## src/hdl/cmreg_pkg.sv

```systemverilog
// cmreg_pkg: shared constants for the core register set and segment mapper
// assumes a 32-bit axi4-lite register bus and a single 100 MHz clock
package cmreg_pkg;

	// register byte offsets on the axi4-lite bus
	localparam logic [7:0] OFS_ZONE_CFG   = 8'h00;
	localparam logic [7:0] OFS_DATA_SEG   = 8'h04;
	localparam logic [7:0] OFS_STACK_SEG  = 8'h08;
	localparam logic [7:0] OFS_CODE_SEG   = 8'h0c;
	localparam logic [7:0] OFS_EXT_VEC    = 8'h10;
	localparam logic [7:0] OFS_INT_VEC    = 8'h14;
	localparam logic [7:0] OFS_PRIO_HIST  = 8'h18;
	localparam logic [7:0] OFS_STATUS     = 8'h1c;

	// axi response codes
	localparam logic [1:0] RESP_OKAY      = 2'h0;
	localparam logic [1:0] RESP_SLVERR    = 2'h2;

	// reset values
	localparam logic [7:0] RST_ZONE_CFG   = 8'h00;
	localparam logic [7:0] RST_SEG        = 8'h00;
	localparam logic [7:0] RST_PRIO_HIST  = 8'hff;
	localparam logic [7:0] RST_BYTE       = 8'h00;
	localparam logic [15:0] RST_WORD      = 16'h0000;

	// flag bits driven by the alu; the other four are storage only
	localparam logic [7:0] FLAG_ALU_MASK  = 8'hc5;

	// code window always starts at logical e000, so it spans 8k bytes
	localparam logic [3:0] CODE_WIN_NIB   = 4'he;

	// zone boundary field positions
	localparam int ZB_DATA_LSB            = 0;
	localparam int ZB_STACK_LSB           = 4;

	// priority history field width
	localparam int PRIO_W                 = 2;

	typedef enum logic [1:0] {
		ZONE_ROOT,
		ZONE_DATA,
		ZONE_STACK,
		ZONE_CODE
	} cmreg_zone_t;

	// selector for the execution-side register port
	typedef enum logic [3:0] {
		SEL_ACC,
		SEL_WIDE,
		SEL_PAIR_TWO,
		SEL_PAIR_THREE,
		SEL_INDEX_ONE,
		SEL_INDEX_TWO,
		SEL_SP,
		SEL_PC,
		SEL_AF
	} cmreg_sel_t;

endpackage

```

## src/hdl/cmreg_core.sv

```systemverilog
// cmreg_core: programmer-visible register set with segment mapper and
// axi4-lite access to the mapping and interrupt registers
// assumes execution logic and memory interface on the same sys_clk
//
// Notes on behaviour
// - every 16-bit logical address yields a 20-bit physical address
// - four zones; root has no segment, the other three each own one
// - non-root upper physical bits = segment plus top logical nibble
// - boundary register is 8 bits holding two 4-bit boundary fields
// - each field is the top nibble where the next zone begins
// - far transfers give a full 20-bit address, bypassing zones
// - address fields, pc, sp and index registers are 16 bits wide
// - external vector base points to the external interrupt table
// - internal vector base points to the on-chip interrupt table
// - priority history holds four 2-bit priority fields
// - flags updated by alu; otherwise reached via accum-flag pair, and read in axi status
// - four unused flag bits store what a pop wrote
// - swap accum-flag exchanges the pair with its alternate at once
// - swap main pairs exchanges wide, second and third pairs together
// - 8-bit accumulator for bytes, wide pair for words, index may stand in
// - code window zone always spans 8k bytes
// - code window segment is 8 bits; far jumps, calls, returns set it
`timescale 1ns/1ps
module cmreg_core (
	// clock and reset
	input  wire logic                 sys_clk,
	input  wire logic                 nrst,
	// axi4-lite write address
	input  wire logic [7:0]           s_axi_awaddr,
	input  wire logic                 s_axi_awvalid,
	output logic                      s_axi_awready,
	// axi4-lite write data
	input  wire logic [31:0]          s_axi_wdata,
	input  wire logic [3:0]           s_axi_wstrb,
	input  wire logic                 s_axi_wvalid,
	output logic                      s_axi_wready,
	// axi4-lite write response
	output logic [1:0]                s_axi_bresp,
	output logic                      s_axi_bvalid,
	input  wire logic                 s_axi_bready,
	// axi4-lite read address
	input  wire logic [7:0]           s_axi_araddr,
	input  wire logic                 s_axi_arvalid,
	output logic                      s_axi_arready,
	// axi4-lite read data
	output logic [31:0]               s_axi_rdata,
	output logic [1:0]                s_axi_rresp,
	output logic                      s_axi_rvalid,
	input  wire logic                 s_axi_rready,
	// execution-side register port
	input  wire logic                 reg_wr,
	input  wire cmreg_pkg::cmreg_sel_t reg_wr_sel,
	input  wire logic [15:0]          reg_wr_data,
	input  wire cmreg_pkg::cmreg_sel_t reg_rd_sel,
	output logic [15:0]               reg_rd_data,
	// alu flag update
	input  wire logic                 flag_upd,
	input  wire logic [7:0]           flag_val,
	// alternate set exchanges
	input  wire logic                 swap_accum_flag,
	input  wire logic                 swap_main_pairs,
	// far jump, call and return
	input  wire logic                 far_jump,
	input  wire logic [7:0]           far_jump_seg,
	// priority history push and pop
	input  wire logic                 prio_push,
	input  wire logic [1:0]           prio_new,
	input  wire logic                 prio_pop,
	// interrupt vector pointers and current priority
	output logic [7:0]                ext_vector_base,
	output logic [7:0]                int_vector_base,
	output logic [1:0]                cur_priority,
	// address mapping
	input  wire logic [15:0]          logical_addr,
	input  wire logic                 far_address_transfer,
	input  wire logic [19:0]          far_addr,
	output logic [19:0]               phys_addr,
	output cmreg_pkg::cmreg_zone_t    phys_zone
);

	// main and alternate register set
	logic [7:0]  acc_q, acc_d, acc_alt_q, acc_alt_d;
	logic [7:0]  flags_q, flags_d, flags_alt_q, flags_alt_d;
	logic [15:0] wide_q, wide_d, wide_alt_q, wide_alt_d;
	logic [15:0] p2_q, p2_d, p2_alt_q, p2_alt_d;
	logic [15:0] p3_q, p3_d, p3_alt_q, p3_alt_d;
	logic [15:0] ix1_q, ix1_d, ix2_q, ix2_d;
	logic [15:0] sp_q, sp_d, pc_q, pc_d;
	logic [15:0] rd_q;

	// mapping and interrupt registers
	logic [7:0]  zcfg_q, dseg_q, sseg_q, cseg_q, evb_q, ivb_q, ph_q;

	// axi state
	logic        aw_hold_q, w_hold_q, bvalid_q, rvalid_q;
	logic [7:0]  awaddr_q;
	logic [7:0]  wdata_q;
	logic        wlane_q;
	logic [1:0]  bresp_q, rresp_q;
	logic [31:0] rdata_q;

	// ---------------- execution-side register set ----------------

	// next state: exchanges first, then a write lands on the new main set
	always_comb begin
		acc_d       = acc_q;
		flags_d     = flags_q;
		acc_alt_d   = acc_alt_q;
		flags_alt_d = flags_alt_q;
		wide_d      = wide_q;
		wide_alt_d  = wide_alt_q;
		p2_d        = p2_q;
		p2_alt_d    = p2_alt_q;
		p3_d        = p3_q;
		p3_alt_d    = p3_alt_q;
		ix1_d       = ix1_q;
		ix2_d       = ix2_q;
		sp_d        = sp_q;
		pc_d        = pc_q;
		if (swap_accum_flag) begin
			acc_d       = acc_alt_q;
			flags_d     = flags_alt_q;
			acc_alt_d   = acc_q;
			flags_alt_d = flags_q;
		end
		if (swap_main_pairs) begin
			wide_d     = wide_alt_q;
			wide_alt_d = wide_q;
			p2_d       = p2_alt_q;
			p2_alt_d   = p2_q;
			p3_d       = p3_alt_q;
			p3_alt_d   = p3_q;
		end
		// alu touches only the defined flag bits
		if (flag_upd) begin
			flags_d = (flags_d & ~cmreg_pkg::FLAG_ALU_MASK) |
			          (flag_val & cmreg_pkg::FLAG_ALU_MASK);
		end
		if (reg_wr) begin
			case (reg_wr_sel)
				cmreg_pkg::SEL_ACC:        acc_d  = reg_wr_data[7:0];
				cmreg_pkg::SEL_WIDE:       wide_d = reg_wr_data;
				cmreg_pkg::SEL_PAIR_TWO:   p2_d   = reg_wr_data;
				cmreg_pkg::SEL_PAIR_THREE: p3_d   = reg_wr_data;
				cmreg_pkg::SEL_INDEX_ONE:  ix1_d  = reg_wr_data;
				cmreg_pkg::SEL_INDEX_TWO:  ix2_d  = reg_wr_data;
				cmreg_pkg::SEL_SP:         sp_d   = reg_wr_data;
				cmreg_pkg::SEL_PC:         pc_d   = reg_wr_data;
				cmreg_pkg::SEL_AF: begin
					// pop: all eight flag bits stored, spare ones included
					acc_d   = reg_wr_data[15:8];
					flags_d = reg_wr_data[7:0];
				end
				default: begin
				end
			endcase
		end
	end

	// read mux; the accum-flag pair is the only selection here that exposes flags
	wire logic [15:0] rd_mux =
		(reg_rd_sel == cmreg_pkg::SEL_ACC)        ? {8'h00, acc_q} :
		(reg_rd_sel == cmreg_pkg::SEL_WIDE)       ? wide_q :
		(reg_rd_sel == cmreg_pkg::SEL_PAIR_TWO)   ? p2_q :
		(reg_rd_sel == cmreg_pkg::SEL_PAIR_THREE) ? p3_q :
		(reg_rd_sel == cmreg_pkg::SEL_INDEX_ONE)  ? ix1_q :
		(reg_rd_sel == cmreg_pkg::SEL_INDEX_TWO)  ? ix2_q :
		(reg_rd_sel == cmreg_pkg::SEL_SP)         ? sp_q :
		(reg_rd_sel == cmreg_pkg::SEL_PC)         ? pc_q :
		(reg_rd_sel == cmreg_pkg::SEL_AF)         ? {acc_q, flags_q} :
		                                            cmreg_pkg::RST_WORD;

	// register set flops
	always_ff @(posedge sys_clk) begin
		if (!nrst) begin
			acc_q       <= cmreg_pkg::RST_BYTE;
			flags_q     <= cmreg_pkg::RST_BYTE;
			acc_alt_q   <= cmreg_pkg::RST_BYTE;
			flags_alt_q <= cmreg_pkg::RST_BYTE;
			wide_q      <= cmreg_pkg::RST_WORD;
			wide_alt_q  <= cmreg_pkg::RST_WORD;
			p2_q        <= cmreg_pkg::RST_WORD;
			p2_alt_q    <= cmreg_pkg::RST_WORD;
			p3_q        <= cmreg_pkg::RST_WORD;
			p3_alt_q    <= cmreg_pkg::RST_WORD;
			ix1_q       <= cmreg_pkg::RST_WORD;
			ix2_q       <= cmreg_pkg::RST_WORD;
			sp_q        <= cmreg_pkg::RST_WORD;
			pc_q        <= cmreg_pkg::RST_WORD;
			rd_q        <= cmreg_pkg::RST_WORD;
		end else begin
			acc_q       <= acc_d;
			flags_q     <= flags_d;
			acc_alt_q   <= acc_alt_d;
			flags_alt_q <= flags_alt_d;
			wide_q      <= wide_d;
			wide_alt_q  <= wide_alt_d;
			p2_q        <= p2_d;
			p2_alt_q    <= p2_alt_d;
			p3_q        <= p3_d;
			p3_alt_q    <= p3_alt_d;
			ix1_q       <= ix1_d;
			ix2_q       <= ix2_d;
			sp_q        <= sp_d;
			pc_q        <= pc_d;
			rd_q        <= rd_mux;
		end
	end

	assign reg_rd_data = rd_q;

	// ---------------- axi4-lite slave ----------------

	// address and data are taken independently, each held until paired
	assign s_axi_awready = !aw_hold_q && !bvalid_q;
	assign s_axi_wready  = !w_hold_q && !bvalid_q;
	assign s_axi_arready = !rvalid_q;

	wire logic        aw_take  = s_axi_awvalid && s_axi_awready;
	wire logic        w_take   = s_axi_wvalid && s_axi_wready;
	wire logic        aw_have  = aw_hold_q || aw_take;
	wire logic        w_have   = w_hold_q || w_take;
	wire logic [7:0]  wa       = aw_hold_q ? awaddr_q : s_axi_awaddr;
	wire logic [7:0]  wd       = w_hold_q ? wdata_q : s_axi_wdata[7:0];
	wire logic        wl       = w_hold_q ? wlane_q : s_axi_wstrb[0];
	wire logic        wr_go    = aw_have && w_have && !bvalid_q;

	// write decode; only byte lane 0 carries register data
	wire logic        wr_zcfg  = wr_go && wl && (wa == cmreg_pkg::OFS_ZONE_CFG);
	wire logic        wr_dseg  = wr_go && wl && (wa == cmreg_pkg::OFS_DATA_SEG);
	wire logic        wr_sseg  = wr_go && wl && (wa == cmreg_pkg::OFS_STACK_SEG);
	wire logic        wr_cseg  = wr_go && wl && (wa == cmreg_pkg::OFS_CODE_SEG);
	wire logic        wr_evb   = wr_go && wl && (wa == cmreg_pkg::OFS_EXT_VEC);
	wire logic        wr_ivb   = wr_go && wl && (wa == cmreg_pkg::OFS_INT_VEC);
	wire logic        wr_ph    = wr_go && wl && (wa == cmreg_pkg::OFS_PRIO_HIST);
	wire logic        wa_ok    = (wa == cmreg_pkg::OFS_ZONE_CFG) ||
	                             (wa == cmreg_pkg::OFS_DATA_SEG) ||
	                             (wa == cmreg_pkg::OFS_STACK_SEG) ||
	                             (wa == cmreg_pkg::OFS_CODE_SEG) ||
	                             (wa == cmreg_pkg::OFS_EXT_VEC) ||
	                             (wa == cmreg_pkg::OFS_INT_VEC) ||
	                             (wa == cmreg_pkg::OFS_PRIO_HIST) ||
	                             (wa == cmreg_pkg::OFS_STATUS);

	// read decode; status shows live core state
	wire logic [7:0]  ra       = s_axi_araddr;
	wire logic [31:0] status   = {acc_q, flags_q, 6'h00, cur_priority, 6'h00, phys_zone};
	wire logic [31:0] rd_word  =
		(ra == cmreg_pkg::OFS_ZONE_CFG)  ? {24'h000000, zcfg_q} :
		(ra == cmreg_pkg::OFS_DATA_SEG)  ? {24'h000000, dseg_q} :
		(ra == cmreg_pkg::OFS_STACK_SEG) ? {24'h000000, sseg_q} :
		(ra == cmreg_pkg::OFS_CODE_SEG)  ? {24'h000000, cseg_q} :
		(ra == cmreg_pkg::OFS_EXT_VEC)   ? {24'h000000, evb_q} :
		(ra == cmreg_pkg::OFS_INT_VEC)   ? {24'h000000, ivb_q} :
		(ra == cmreg_pkg::OFS_PRIO_HIST) ? {24'h000000, ph_q} :
		(ra == cmreg_pkg::OFS_STATUS)    ? status :
		                                   32'h00000000;
	wire logic        ra_ok    = (ra <= cmreg_pkg::OFS_STATUS) && (ra[1:0] == 2'h0);

	// write channel holding and response
	always_ff @(posedge sys_clk) begin
		if (!nrst) begin
			aw_hold_q <= 1'b0;
			w_hold_q  <= 1'b0;
			awaddr_q  <= 8'h00;
			wdata_q   <= 8'h00;
			wlane_q   <= 1'b0;
			bvalid_q  <= 1'b0;
			bresp_q   <= cmreg_pkg::RESP_OKAY;
		end else begin
			if (aw_take) begin
				awaddr_q <= s_axi_awaddr;
			end
			if (w_take) begin
				wdata_q <= s_axi_wdata[7:0];
				wlane_q <= s_axi_wstrb[0];
			end
			aw_hold_q <= aw_have && !wr_go;
			w_hold_q  <= w_have && !wr_go;
			if (wr_go) begin
				bvalid_q <= 1'b1;
				bresp_q  <= wa_ok ? cmreg_pkg::RESP_OKAY : cmreg_pkg::RESP_SLVERR;
			end else if (s_axi_bready) begin
				bvalid_q <= 1'b0;
			end
		end
	end

	// read channel
	always_ff @(posedge sys_clk) begin
		if (!nrst) begin
			rvalid_q <= 1'b0;
			rdata_q  <= 32'h00000000;
			rresp_q  <= cmreg_pkg::RESP_OKAY;
		end else if (s_axi_arvalid && s_axi_arready) begin
			rvalid_q <= 1'b1;
			rdata_q  <= rd_word;
			rresp_q  <= ra_ok ? cmreg_pkg::RESP_OKAY : cmreg_pkg::RESP_SLVERR;
		end else if (s_axi_rready) begin
			rvalid_q <= 1'b0;
		end
	end

	assign s_axi_bvalid = bvalid_q;
	assign s_axi_bresp  = bresp_q;
	assign s_axi_rvalid = rvalid_q;
	assign s_axi_rdata  = rdata_q;
	assign s_axi_rresp  = rresp_q;

	// ---------------- mapping and interrupt registers ----------------

	// priority history: push shifts a new level in, pop restores the last
	wire logic [7:0] ph_push = {ph_q[7-cmreg_pkg::PRIO_W:0], prio_new};
	wire logic [7:0] ph_pop  = {ph_q[cmreg_pkg::PRIO_W-1:0], ph_q[7:cmreg_pkg::PRIO_W]};

	// core-side events win over a bus write in the same cycle
	always_ff @(posedge sys_clk) begin
		if (!nrst) begin
			zcfg_q <= cmreg_pkg::RST_ZONE_CFG;
			dseg_q <= cmreg_pkg::RST_SEG;
			sseg_q <= cmreg_pkg::RST_SEG;
			cseg_q <= cmreg_pkg::RST_SEG;
			evb_q  <= cmreg_pkg::RST_BYTE;
			ivb_q  <= cmreg_pkg::RST_BYTE;
			ph_q   <= cmreg_pkg::RST_PRIO_HIST;
		end else begin
			if (wr_zcfg) begin
				zcfg_q <= wd;
			end
			if (wr_dseg) begin
				dseg_q <= wd;
			end
			if (wr_sseg) begin
				sseg_q <= wd;
			end
			if (far_jump) begin
				cseg_q <= far_jump_seg;
			end else if (wr_cseg) begin
				cseg_q <= wd;
			end
			if (wr_evb) begin
				evb_q <= wd;
			end
			if (wr_ivb) begin
				ivb_q <= wd;
			end
			if (prio_push) begin
				ph_q <= ph_push;
			end else if (prio_pop) begin
				ph_q <= ph_pop;
			end else if (wr_ph) begin
				ph_q <= wd;
			end
		end
	end

	assign ext_vector_base = evb_q;
	assign int_vector_base = ivb_q;
	assign cur_priority    = ph_q[cmreg_pkg::PRIO_W-1:0];

	// address translation
	cmreg_mapper u_mapper (
		.sys_clk             (sys_clk),
		.nrst                (nrst),
		.logical_addr        (logical_addr),
		.far_valid           (far_address_transfer),
		.far_addr            (far_addr),
		.zone_boundary_cfg   (zcfg_q),
		.data_segment        (dseg_q),
		.stack_segment       (sseg_q),
		.code_window_segment (cseg_q),
		.phys_addr           (phys_addr),
		.zone                (phys_zone)
	);

endmodule

```

## src/hdl/cmreg_mapper.sv

```systemverilog
// cmreg_mapper: 16-bit logical to 20-bit physical address translation
// assumes segment and boundary registers are held by the parent
`timescale 1ns/1ps
module cmreg_mapper (
	// clock and reset
	input  wire logic                 sys_clk,
	input  wire logic                 nrst,
	// logical request
	input  wire logic [15:0]          logical_addr,
	input  wire logic                 far_valid,
	input  wire logic [19:0]          far_addr,
	// segment configuration
	input  wire logic [7:0]           zone_boundary_cfg,
	input  wire logic [7:0]           data_segment,
	input  wire logic [7:0]           stack_segment,
	input  wire logic [7:0]           code_window_segment,
	// physical result
	output logic [19:0]               phys_addr,
	output cmreg_pkg::cmreg_zone_t    zone
);

	wire logic [3:0]  nib       = logical_addr[15:12];
	wire logic [3:0]  data_bnd  = zone_boundary_cfg[cmreg_pkg::ZB_DATA_LSB +: 4];
	wire logic [3:0]  stack_bnd = zone_boundary_cfg[cmreg_pkg::ZB_STACK_LSB +: 4];

	// zone select: at or above a boundary belongs to the higher zone
	cmreg_pkg::cmreg_zone_t zone_sel;
	assign zone_sel = (nib >= cmreg_pkg::CODE_WIN_NIB) ? cmreg_pkg::ZONE_CODE :
	                  (nib >= stack_bnd) ? cmreg_pkg::ZONE_STACK :
	                  (nib >= data_bnd)  ? cmreg_pkg::ZONE_DATA :
	                                       cmreg_pkg::ZONE_ROOT;

	// segment of the selected zone; root has none
	wire logic [7:0] seg_sel = (zone_sel == cmreg_pkg::ZONE_CODE)  ? code_window_segment :
	                           (zone_sel == cmreg_pkg::ZONE_STACK) ? stack_segment :
	                           (zone_sel == cmreg_pkg::ZONE_DATA)  ? data_segment :
	                                                                 8'h00;

	// 8-bit add wraps modulo the 1m space by construction
	wire logic [7:0]  upper     = seg_sel + {4'h0, nib};
	wire logic [19:0] xlat      = {upper, logical_addr[11:0]};
	// far transfers bypass the zones entirely
	wire logic [19:0] phys_d    = far_valid ? far_addr : xlat;

	// registered so the memory interface sees a clean address
	always_ff @(posedge sys_clk) begin
		if (!nrst) begin
			phys_addr <= 20'h00000;
			zone      <= cmreg_pkg::ZONE_ROOT;
		end else begin
			phys_addr <= phys_d;
			zone      <= zone_sel;
		end
	end

endmodule

```

## config.mk

```make
export PLATFORM = sky130hd
export DESIGN_NAME = cmreg_core
export DESIGN_NICKNAME = d
export VERILOG_FILES = /design/src/hdl/cmreg_pkg.sv /design/src/hdl/cmreg_core.sv /design/src/hdl/cmreg_mapper.sv
export SDC_FILE = /design/constraint.sdc
export NUM_CORES = 1
export LEC_CHECK = 0
export ABC_AREA = 1
export ABC_CLOCK_PERIOD_IN_PS = 3400
export BUFFER_PORTS_ARGS = -buffer_cell sky130_fd_sc_hd__buf_4
export CORE_MARGIN = 3
export CORE_UTILIZATION = 57
export CTS_CLUSTER_SIZE = 16
export DETAILED_ROUTE_END_ITERATION = 7
export PLACE_DENSITY = 0.8
export SYNTH_ARGS = -nofsm -noshare
export SYNTH_HDL_FRONTEND = slang
export SYNTH_HIERARCHICAL = 1
export SYNTH_SLANG_ARGS = --single-unit
```

## constraint.sdc

```tcl
create_clock -name sys_clk -period 3.4 [get_ports sys_clk]
set_clock_uncertainty 0.2 [all_clocks]
set_input_delay 0.17 -clock sys_clk [delete_from_list [all_inputs] [get_ports sys_clk]]
set_output_delay 0.17 -clock sys_clk [all_outputs]
set_load 0.02 [all_outputs]
```

==> metrics, run 1 <==
Initial Util=0.586; share of power burned in the clock network=0.417; main combinational cell family by area after synthesis=compound AO/OA/AOI/OAI gates; Overflow after GRT=0; Routability Congestion=0.938; mux cell area share after synthesis=0; number of H-tree levels=2; net switching fraction of the power=0.264; # Max-Cap Violations=0; most frequent cell after synthesis=o21ai_0; Area after DPL=0.0165 sq mm; LEAKAGE=8.43 nW; DP Wirelength=30.5 mm; Synth cell types=49; worst slew pin tran=1210 ps; hold path depth=7; Max Fclk=306 MHz; final setup violation count=0; CTS tree=yes; routed wire length=48.6 mm; Die Wd=168 microns; # rows=58; area leader, netlist=dfxtp_1; Seq pwr share=0.439; Combinational Power Share=0.143; Worst Path Required=3600 ps; total number of yosys warnings=6; Slew headroom=0.192; status=finished clean; top-level port count=242; internal cell power=7.10 mW; crit path capture type=flop; path type of the worst setup path=flop to flop; DRT antenna net count=0; Fin. Hold Viols=0; CP Max Fanout=5; Avg Cell Area, Syn=7.04 sq um; predominant post-synthesis flop cell=dfxtp_1; core region area=0.0254 sq mm; CP startpoint kind=flop; Clock Pin Slew Worst Setup and Hold Paths=60 ps; Die H=168 microns; final net count=2,583; Critical Path AT=3470 ps; design area=0.0194 sq mm; layout cells sized above 1=0.136; Vias=15,900; ant diodes=0; # clock sinks=335; Clk Latency, worst-skew pair=520 ps; post-layout minimum cycle time=3270 ps; count of state elements after synthesis=335; register area share after synthesis=0.450; First-pass DRT Iterations=8; Commonest cells post-synth=o21ai_0 (371), nand2_1 (361), dfxtp_1 (335); DR WL/cell=17.5 microns; DIE AREA=0.0281 sq mm; first-pass GRT wire length=76.9 mm; maximum root-to-sink buffer count=3; Synth Area in Adders=0.0114; Final Max Slew Viols=0; vias in the first global route=14,700; EDFF count, synth=0; worst hold slack=39.4 ps; number of fill cells=1,850; Global Route Usage Sum=0.330; Buffers on Ports=202; Yosys top cell area share=0.450; overall power=9.64 mW; Pwr Density=497 mW/mm^2; Switch Pwr=2.54 mW; vias per inst=5.72; Post-Synth Simple-Gate Area=0.219; antenna violations before repair=0; TritonCTS Buffers=36; r2r worst-path depth=17; Root Driver=clkbuf_16; Syn Inst Count=2,114; XOR/XNOR Fraction of Synth Area=0.00118; DRC=0; top post-synthesis cells by area=dfxtp_1 (45%), o21ai_0 (12%), nand2_1 (9.1%); Post-Synthesis Cell Area=0.0149 sq mm; post-synthesis compound-gate area fraction=0.231; P&R area growth vs syn=30.3%; largest net degree at the start of global routing=129; Hold Path Class=primary input to flop; crit share post-route=0.961; peak supply drop=513 uV; initial DRC count=1,899; async set or reset register ratio after synthesis=0
sequential cells by signal, summed over array words and instances, names as in the netlist, 16 cells and up:
name,count
s_axi_rdata,26
u_mapper/phys_addr,20
ix1_q,16
ix2_q,16
p2_alt_q,16
p2_q,16
p3_alt_q,16
p3_q,16
pc_q,16
reg_rd_data,16
sp_q,16
wide_alt_q,16
wide_q,16
per-layer routing:
metal	routed length, microns	global-route usage
met2	22600	0.539
met4	1540	0.103
met5	0	0
met3	4470	0.0536
met1	20000	0.453
cells by family after synthesis:
| kind of cell | count (synthesis) |
|---|---|
| buffers and inverters | 320 |
| flip-flops | 335 |
| other | 1 |
| XOR/XNOR | 2 |
| AND/OR/NAND/NOR | 772 |
| adder cells (fa/ha/maj) | 13 |
| AO/OA/AOI/OAI | 671 |
cells in the final DEF, fill, tap and decap left out, types with 11 or more instances in the layout:
| cell | netlist | layout |
|---|---|---|
| nand3_1 | 85 | 84 |
| nand2_1 | 361 | 359 |
| nor2_1 | 267 | 267 |
| dlygate4sd3_1 | 0 | 167 |
| inv_1 | 181 | 181 |
| a21oi_1 | 263 | 261 |
| clkbuf_16 | 0 | 36 |
| o21ai_0 | 371 | 369 |
| nand4_1 | 19 | 19 |
| dfxtp_1 | 335 | 332 |
| ha_1 | 12 | 11 |
| buf_4 | 10 | 222 |
| o21ai_1 | 12 | 14 |
power groups by stage:
| stage | Sequential [mW] | Combinational, mW | Clock (mW) |
|---|---|---|---|
| 2_1_floorplan | 4.30 | 0.707 | 0 |
| 3_3_place_gp | 4.31 | 1.06 | 0 |
| 3_5_place_dp | 4.31 | 1.09 | 0 |
| 4_1_cts | 4.23 | 1.31 | 4.03 |
| 5_1_grt | 4.25 | 1.51 | 4.20 |
| 6_report | 4.24 | 1.38 | 4.02 |
worst paths after layout:
path         slack [ps]                    startpoint                                end
max                 130        zcfg_q[5]$_SDFFE_PN0P_  u_mapper/phys_addr[15]$_SDFF_PN0_
min                  40                 reg_wr_sel[2]                acc_q[5]$_SDFF_PN0_
max reg2reg         130        zcfg_q[5]$_SDFFE_PN0P_  u_mapper/phys_addr[15]$_SDFF_PN0_
min reg2reg         260  s_axi_rdata[28]$_SDFFE_PN0P_       s_axi_rdata[28]$_SDFFE_PN0P_
area by class of cell:
| type | instances | area, sq um | area share |
|---|---|---|---|
| clock buffer | 50 | 1030 | 0.0533 |
| clock inverter | 12 | 175 | 0.00903 |
| inverter | 196 | 756 | 0.0389 |
| multi-input combinational | 1466 | 6970 | 0.359 |
| sequential | 335 | 6710 | 0.346 |
| tap | 330 | 413 | 0.0213 |
| timing repair buffer | 390 | 3350 | 0.173 |
worst max-delay path, stage by stage, from the launching register on:
cell and delay (ps):
dfxtp_2 330, inv_1 50, ha_1 290, nand2_1 70
nand2_1 60, nand2_2 90, nand3_4 100, nor2_4 130
and2_4 180, a22oi_1 70, a21oi_1 190, ha_1 300
a21oi_2 160, nand2_2 70, xor2_1 140, o21ai_1 110
dlygate4sd3_1 560, inv_1 50
through the flow:
stage	utilization	setup TNS [ps]	setup WS, ps	std cells
2_1_floorplan	-	0	523	2121
3_3_place_gp	0.648	0	293	2547
3_5_place_dp	0.648	0	226	2547
4_1_cts	0.761	0	75.5	2776
5_1_grt	0.764	-75.9	-67.7	2779
6_report	0.764	0	133	2779
timing repair:
| action | in CTS | in global routing |
|---|---|---|
| resized for setup | 0 | 13 |
| setup endpoints to repair | 0 | 3 |
| hold buffers | 167 | 0 |
| buffers inserted | 0 | 3 |
| hold endpoints to repair | 236 | 0 |
No activity file was read; power rests on OpenSTA's default activity.
==> run 2: changes to the inputs <==
- ABC_AREA: 1 -> unset
- CTS_BUF_LIST: unset -> sky130_fd_sc_hd__clkbuf_4 sky130_fd_sc_hd__clkbuf_8 sky130_fd_sc_hd__clkbuf_16
==> run 2 against run 1 <==
  * Maximum frequency down 0.46%
  * Sequential share of layout area down 1.8 points
  * Worst setup slack worse by 15 ps
  * Flip-flop and latch count unchanged
  * Area after synthesis up 7.3%
  * Hold slack worse by 12 ps
  * Non-clock buffer count up 5
  * Combinational power down 14%
  * Synthesized cell count down 18%
  * Critical path type unchanged
  * Largest power group unchanged
  * Highest routed layer unchanged
==> metrics, run 2 <==
Routability Congestion=0.901; # Max-Cap Violations=0; Fin. Hold Viols=0; DRT antenna net count=0; Syn Inst Count=1,744; Clock Pin Slew Worst Setup and Hold Paths=60 ps; Global Route Usage Sum=0.313; # clock sinks=335; most frequent cells in the layout=dfxtp_1 (334), nand2_1 (253), buf_4 (237); layout cells sized above 1=0.171; slack of the worst reg-to-reg path=120 ps; most common cell after layout, fill and taps aside=dfxtp_1; overall power=9.31 mW; LEAKAGE=9.34 nW; EDFF count, synth=0; Max Fclk=305 MHz; RSZ-0062 raised after global routing=no; vias per inst=5.91; peak supply drop=368 uV; DP Wirelength=30.8 mm; Yosys top cell area share=0.420; P&R area growth vs syn=28.1%; vias in the first global route=14,400; worst slew pin tran=799 ps; Final Max Slew Viols=0; Overflow after GRT=0; Reg2Reg Launch Point=aw_hold_q$_SDFF_PN0_; Die Wd=173 microns; async set or reset register ratio after synthesis=0; core region area=0.0273 sq mm; antenna violations before repair=1; Commonest cells post-synth=dfxtp_1 (335), nand2_1 (253), mux2i_1 (233); DR WL/cell=20.2 microns; Root Driver=clkbuf_16; CP Max Fanout=11; Worst Setup SP=aw_hold_q$_SDFF_PN0_; top-level port count=242; Die H=173 microns; Buffers on Ports=202; area leader, netlist=dfxtp_1; Hold Path Class=primary input to flop; DRC=0; Avg Cell Area, Syn=9.16 sq um; # rows=60; crit path capture type=flop; number of H-tree levels=2; met2 WL=23.4 mm; most frequent cell after synthesis=dfxtp_1; Synth cell types=67; first-pass GRT wire length=77.7 mm; DP Worst Slack=-22.6 ps; DIE AREA=0.0301 sq mm; Post-Synthesis Cell Area=0.0160 sq mm; r2r worst-path depth=9; Clk Latency, worst-skew pair=520 ps; register area share after synthesis=0.420; Pwr Density=455 mW/mm^2; TritonCTS Buffers=35; First-pass DRT Iterations=6; count of state elements after synthesis=335; CTS tree=yes; Highest Signal Layer=met4; CP startpoint kind=flop; status=finished clean; routed wire length=49.0 mm; final net count=2,184; Critical Path AT=3470 ps; largest net degree at the start of global routing=182; post-layout minimum cycle time=3280 ps; DR WL met3=3.79 mm; r2r endpoint=cseg_q[5]$_SDFFE_PN0P_; top post-synthesis cells by area=dfxtp_1 (42%), mux2i_1 (15%), nor2b_1 (6.1%); path type of the worst setup path=flop to flop; Final WS setup=118 ps; Worst setup endpoint=cseg_q[5]$_SDFFE_PN0P_; predominant post-synthesis flop cell=dfxtp_1; Vias=14,300; Layout Utilization=0.751; initial DRC count=1,427; Slew headroom=0.467; total number of yosys warnings=6; crit share post-route=0.965; Worst Path Required=3590 ps; number of flip-flops in the largest register=26; Initial Util=0.586; DRT met1 WL=20.3 mm; final setup violation count=0; maximum root-to-sink buffer count=3
-- run 2: cell count changes after synthesis, sizes merged, moves of 20 or more --
cell | previous run | this run
nand4 | 20 | 0
nand3 | 90 | 24
inv | 185 | 18
o211a | 0 | 87
a21oi | 265 | 73
nor2b | 0 | 155
mux2i | 0 | 233
a21boi | 0 | 60
o21ai | 383 | 70
nand2 | 375 | 253
nor2 | 275 | 62
a22oi | 3 | 27
-- run 2: timing repair --
item | in CTS | in global routing
endpoints found under the hold margin | 232 | 0
buffers inserted | 0 | 0
hold buffers | 153 | 0
endpoints found under the setup margin | 1 | 7
pin swaps | 0 | 4
gates resized for setup | 1 | 11
gates cloned | 0 | 0
-- run 2: area by class of cell --
type                       count  area (sq um)
antenna                        2          5.00
multi-input combinational   1241          8620
clock buffer                  49          1060
fill                        1863          6790
sequential                   335          6710
inverter                      18          67.6
timing repair buffer         395          3380
clock inverter                13           151
tap                          372           465
-- run 2: worst min path at each step --
stage,startpoint,endpoint,cells after the start
floorplan,far_jump_seg[0],cseg_q[0]$_SDFFE_PN0P_,2
global placement,far_jump_seg[4],cseg_q[4]$_SDFFE_PN0P_,3
detailed placement,far_jump_seg[5],cseg_q[5]$_SDFFE_PN0P_,3
CTS,reg_rd_sel[1],reg_rd_data[7]$_SDFF_PN0_,3
global route,s_axi_araddr[4],s_axi_rdata[2]$_SDFFE_PN0P_,3
finish,s_axi_araddr[4],s_axi_rdata[2]$_SDFFE_PN0P_,3
-- run 2: worst max-delay path, stage by stage (launching register included) --
cell and delay, ps:
dfxtp_1 310, buf_4 170, or4_1 410, a2111o_1 440, buf_4 190, nor4_4 280
buf_6 210, mux2i_1 270, o21ai_1 110, dlygate4sd3_1 580
-- run 2: routing by layer --
metal  up-vias  global-route usage
met2       638               0.526
met1      6905               0.403
met3       123              0.0642
met5         -                   0
met4         0               0.107
li1       6664                   -
-- run 2: logic make-up (layout without fill, tap and decap cells) --
kind of cell,Yosys count,after routing,share of synthesized area
and+or+nand+nor,563,563,0.176
AOI/OAI and AO/OA,407,407,0.188
DFF,335,335,0.420
muxes,245,245,0.155
buffers and inverters,175,475,0.0470
adders and majority gates,13,13,0.0107
xor gates and xnor gates,5,5,0.00274
other,1,10,0.000235
-- run 2: metrics by stage --
step | cell area, sq um | cells | hold slack (ps) | setup TNS (ps)
after global routing | 20500 | 2424 | 19.5 | 0
final | 20500 | 2425 | 27.2 | 0
after global placement | 17600 | 2207 | 171 | 0
after detailed placement | 17600 | 2207 | 174 | -22.6
after floorplan | 16000 | 1751 | 84.6 | 0
after CTS | 20400 | 2422 | 1.55 | 0
-- run 2: power breakdown --
group	switching (mW)	internal, mW	total (mW)
Combinational	0.646	0.546	1.19
Clock	1.61	2.41	4.02
Sequential	0.0754	4.02	4.10
Total	2.33	6.98	9.31
==> run 3: changes to the inputs <==
- ABC_AREA: unset -> 1
==> run 3 against run 2 <==
  * Largest power group unchanged
  * Global-route usage grew 1.7 points
  * Clock-buffer cell count rose by 1
  * Worst setup slack lost 3.2 ps
  * Core utilization increased by 1.3 points
  * Sequential share of layout area up 1.8 points
  * First-iteration DRC count up 36%
  * Critical path type unchanged
  * Combinational power increased by 16%
  * Highest routed layer unchanged
  * Routed wire length down 0.87%
  * Die area fell by 6.5%
==> metrics, run 3 (synthesis results as in run 1) <==
internal cell power=7.15 mW; CP Max Fanout=5; # clock sinks=335; Routability Congestion=0.938; Vias=15,900; slack of the worst reg-to-reg path=110 ps; Clock Pin Slew Worst Setup and Hold Paths=60 ps; crit path capture type=flop; CP startpoint kind=flop; LEAKAGE=8.44 nW; antenna violations before repair=0; TritonCTS Buffers=36; peak supply drop=510 uV; top-level port count=242; first-pass GRT wire length=76.9 mm; critical path depth=17; number of flip-flops in the largest register=26; Final Max Slew Viols=0; Root Driver=clkbuf_16; layout cells sized above 1=0.138; largest net degree at the start of global routing=129; post-placement cell count=2,547; First-pass DRT Iterations=8; status=finished clean; Hold Path Class=primary input to flop; Die Wd=168 microns; Worst Path Required=3610 ps; DP Wirelength=30.5 mm; Max Fclk=304 MHz; DRC=0; initial DRC count=1,943; Seq pwr share=0.437; core region area=0.0254 sq mm; CP dominant cell by count=inv_1; Clk Latency, worst-skew pair=520 ps; r2r worst-path depth=17; CP delay by family, top=buffers and inverters; Initial Util=0.586; Pwr Density=499 mW/mm^2; number of H-tree levels=2; P&R area growth vs syn=30.4%; maximum root-to-sink buffer count=3; DIE AREA=0.0281 sq mm; CTS tree=yes; vias per inst=5.73; Overflow after GRT=0; Buffers on Ports=202; final setup violation count=0; Buf/Inv on CP=4; DRT antenna net count=0; DP Worst Slack=226 ps; share of power burned in the clock network=0.420; Worst setup endpoint=u_mapper/phys_addr[15]$_SDFF_PN0_; CP max stage delay=560 ps; Fin. Hold Viols=0; Global Route Usage Sum=0.331; ant diodes=0; # Max-Cap Violations=0; DR WL/cell=17.5 microns; path type of the worst setup path=flop to flop; Critical Path AT=3490 ps; slowest CP cell=dlygate4sd3_1; worst path cell trace=inv_1, ha_1, nand2_1, inv_1, nand2_2, nand3_4, nor2_4, and2_4, a22oi_1, a21oi_1, ha_1, a21oi_2, nand2_2, xor2_1, o21ai_1, dlygate4sd3_1, inv_1; most frequent cells in the layout=o21ai_0 (369), nand2_1 (359), dfxtp_1 (332); Finished Layout Cells=2,777; worst slew pin tran=1200 ps; # rows=58; Final WS setup=115 ps; Worst Setup SP=zcfg_q[6]$_SDFFE_PN0P_; Reg2Reg Launch Point=zcfg_q[6]$_SDFFE_PN0P_; vias in the first global route=14,600; crit share post-route=0.966; Switch Pwr=2.54 mW; most common cell after layout, fill and taps aside=o21ai_0; final net count=2,581; routed wire length=48.5 mm; Slew headroom=0.200; post-layout minimum cycle time=3290 ps; net switching fraction of the power=0.262; Combinational Power Share=0.143; Die H=168 microns; r2r endpoint=u_mapper/phys_addr[15]$_SDFF_PN0_
run 3: changes by cell type in the layout (fill, tap and decap cells not counted), sizes merged, moves of 60 or more:
| cell | before | now |
|---|---|---|
| a21boi | 60 | 0 |
| mux2i | 233 | 0 |
| o211a | 87 | 0 |
| inv | 18 | 186 |
| nand3 | 24 | 90 |
| nor2b | 155 | 0 |
| o21ai | 70 | 383 |
| nand2 | 253 | 375 |
| a21oi | 73 | 265 |
| nor2 | 62 | 275 |
run 3: final cells by class:
| cell class | count | area, sq um |
|---|---|---|
| multi-input combinational | 1466 | 6970 |
| sequential | 335 | 6710 |
| fill | 1845 | 5990 |
| timing repair buffer | 388 | 3330 |
| clock buffer | 50 | 1060 |
| inverter | 196 | 756 |
| tap | 330 | 413 |
| clock inverter | 12 | 175 |
run 3: worst min-delay path by stage:
stage          slack (ps)           from  cells past startpoint                                end
2_1_floorplan         100   far_addr[16]                      2  u_mapper/phys_addr[16]$_SDFF_PN0_
3_3_place_gp          200    far_addr[6]                      3   u_mapper/phys_addr[6]$_SDFF_PN0_
3_5_place_dp          200    far_addr[0]                      3   u_mapper/phys_addr[0]$_SDFF_PN0_
4_1_cts               0.9         reg_wr                      6                acc_q[1]$_SDFF_PN0_
5_1_grt                50  reg_wr_sel[1]                      4             ix1_q[15]$_SDFFE_PN0P_
6_report               10         reg_wr                      6                acc_q[5]$_SDFF_PN0_
run 3: tightest hold or removal path: cells and delay by family:
| family | cells | cell delay, ps |
|---|---|---|
| simple gates | 3 | 300 |
| buf+inv | 2 | 160 |
| compound gates | 1 | 60 |
run 3: metal layers:
layer,vias to the layer above,global-route usage,share of wire
met1,7354,0.456,0.41
met3,126,0.0512,0.091
li1,7567,-,-
met5,-,0,0
met2,855,0.544,0.46
met4,0,0.0936,0.029
run 3: what timing repair did:
item	in CTS	in global routing
setup endpoints to repair	0	3
hold buffers	165	0
buffers inserted	0	3
hold endpoints to repair	227	0
resized for setup	0	13
run 3: power groups by stage:
| stage | clock network (mW) | registers, mW | logic (mW) |
|---|---|---|---|
| 6_report | 4.07 | 4.24 | 1.38 |
| 2_1_floorplan | 0 | 4.30 | 0.707 |
| 5_1_grt | 4.25 | 4.25 | 1.50 |
| 3_3_place_gp | 0 | 4.31 | 1.06 |
| 4_1_cts | 4.08 | 4.23 | 1.31 |
| 3_5_place_dp | 0 | 4.31 | 1.09 |
run 3: metrics by stage:
step	instance area [sq um]	total power, mW	utilization	hold WS, ps	TNS (ps)
after floorplan	14900	5.01	-	103	0
after detailed placement	16500	5.40	0.648	198	0
final	19400	9.69	0.764	14.8	0
after global routing	19400	10.0	0.764	53.2	-75.9
after global placement	16500	5.36	0.648	197	0
after CTS	19300	9.62	0.761	0.944	0
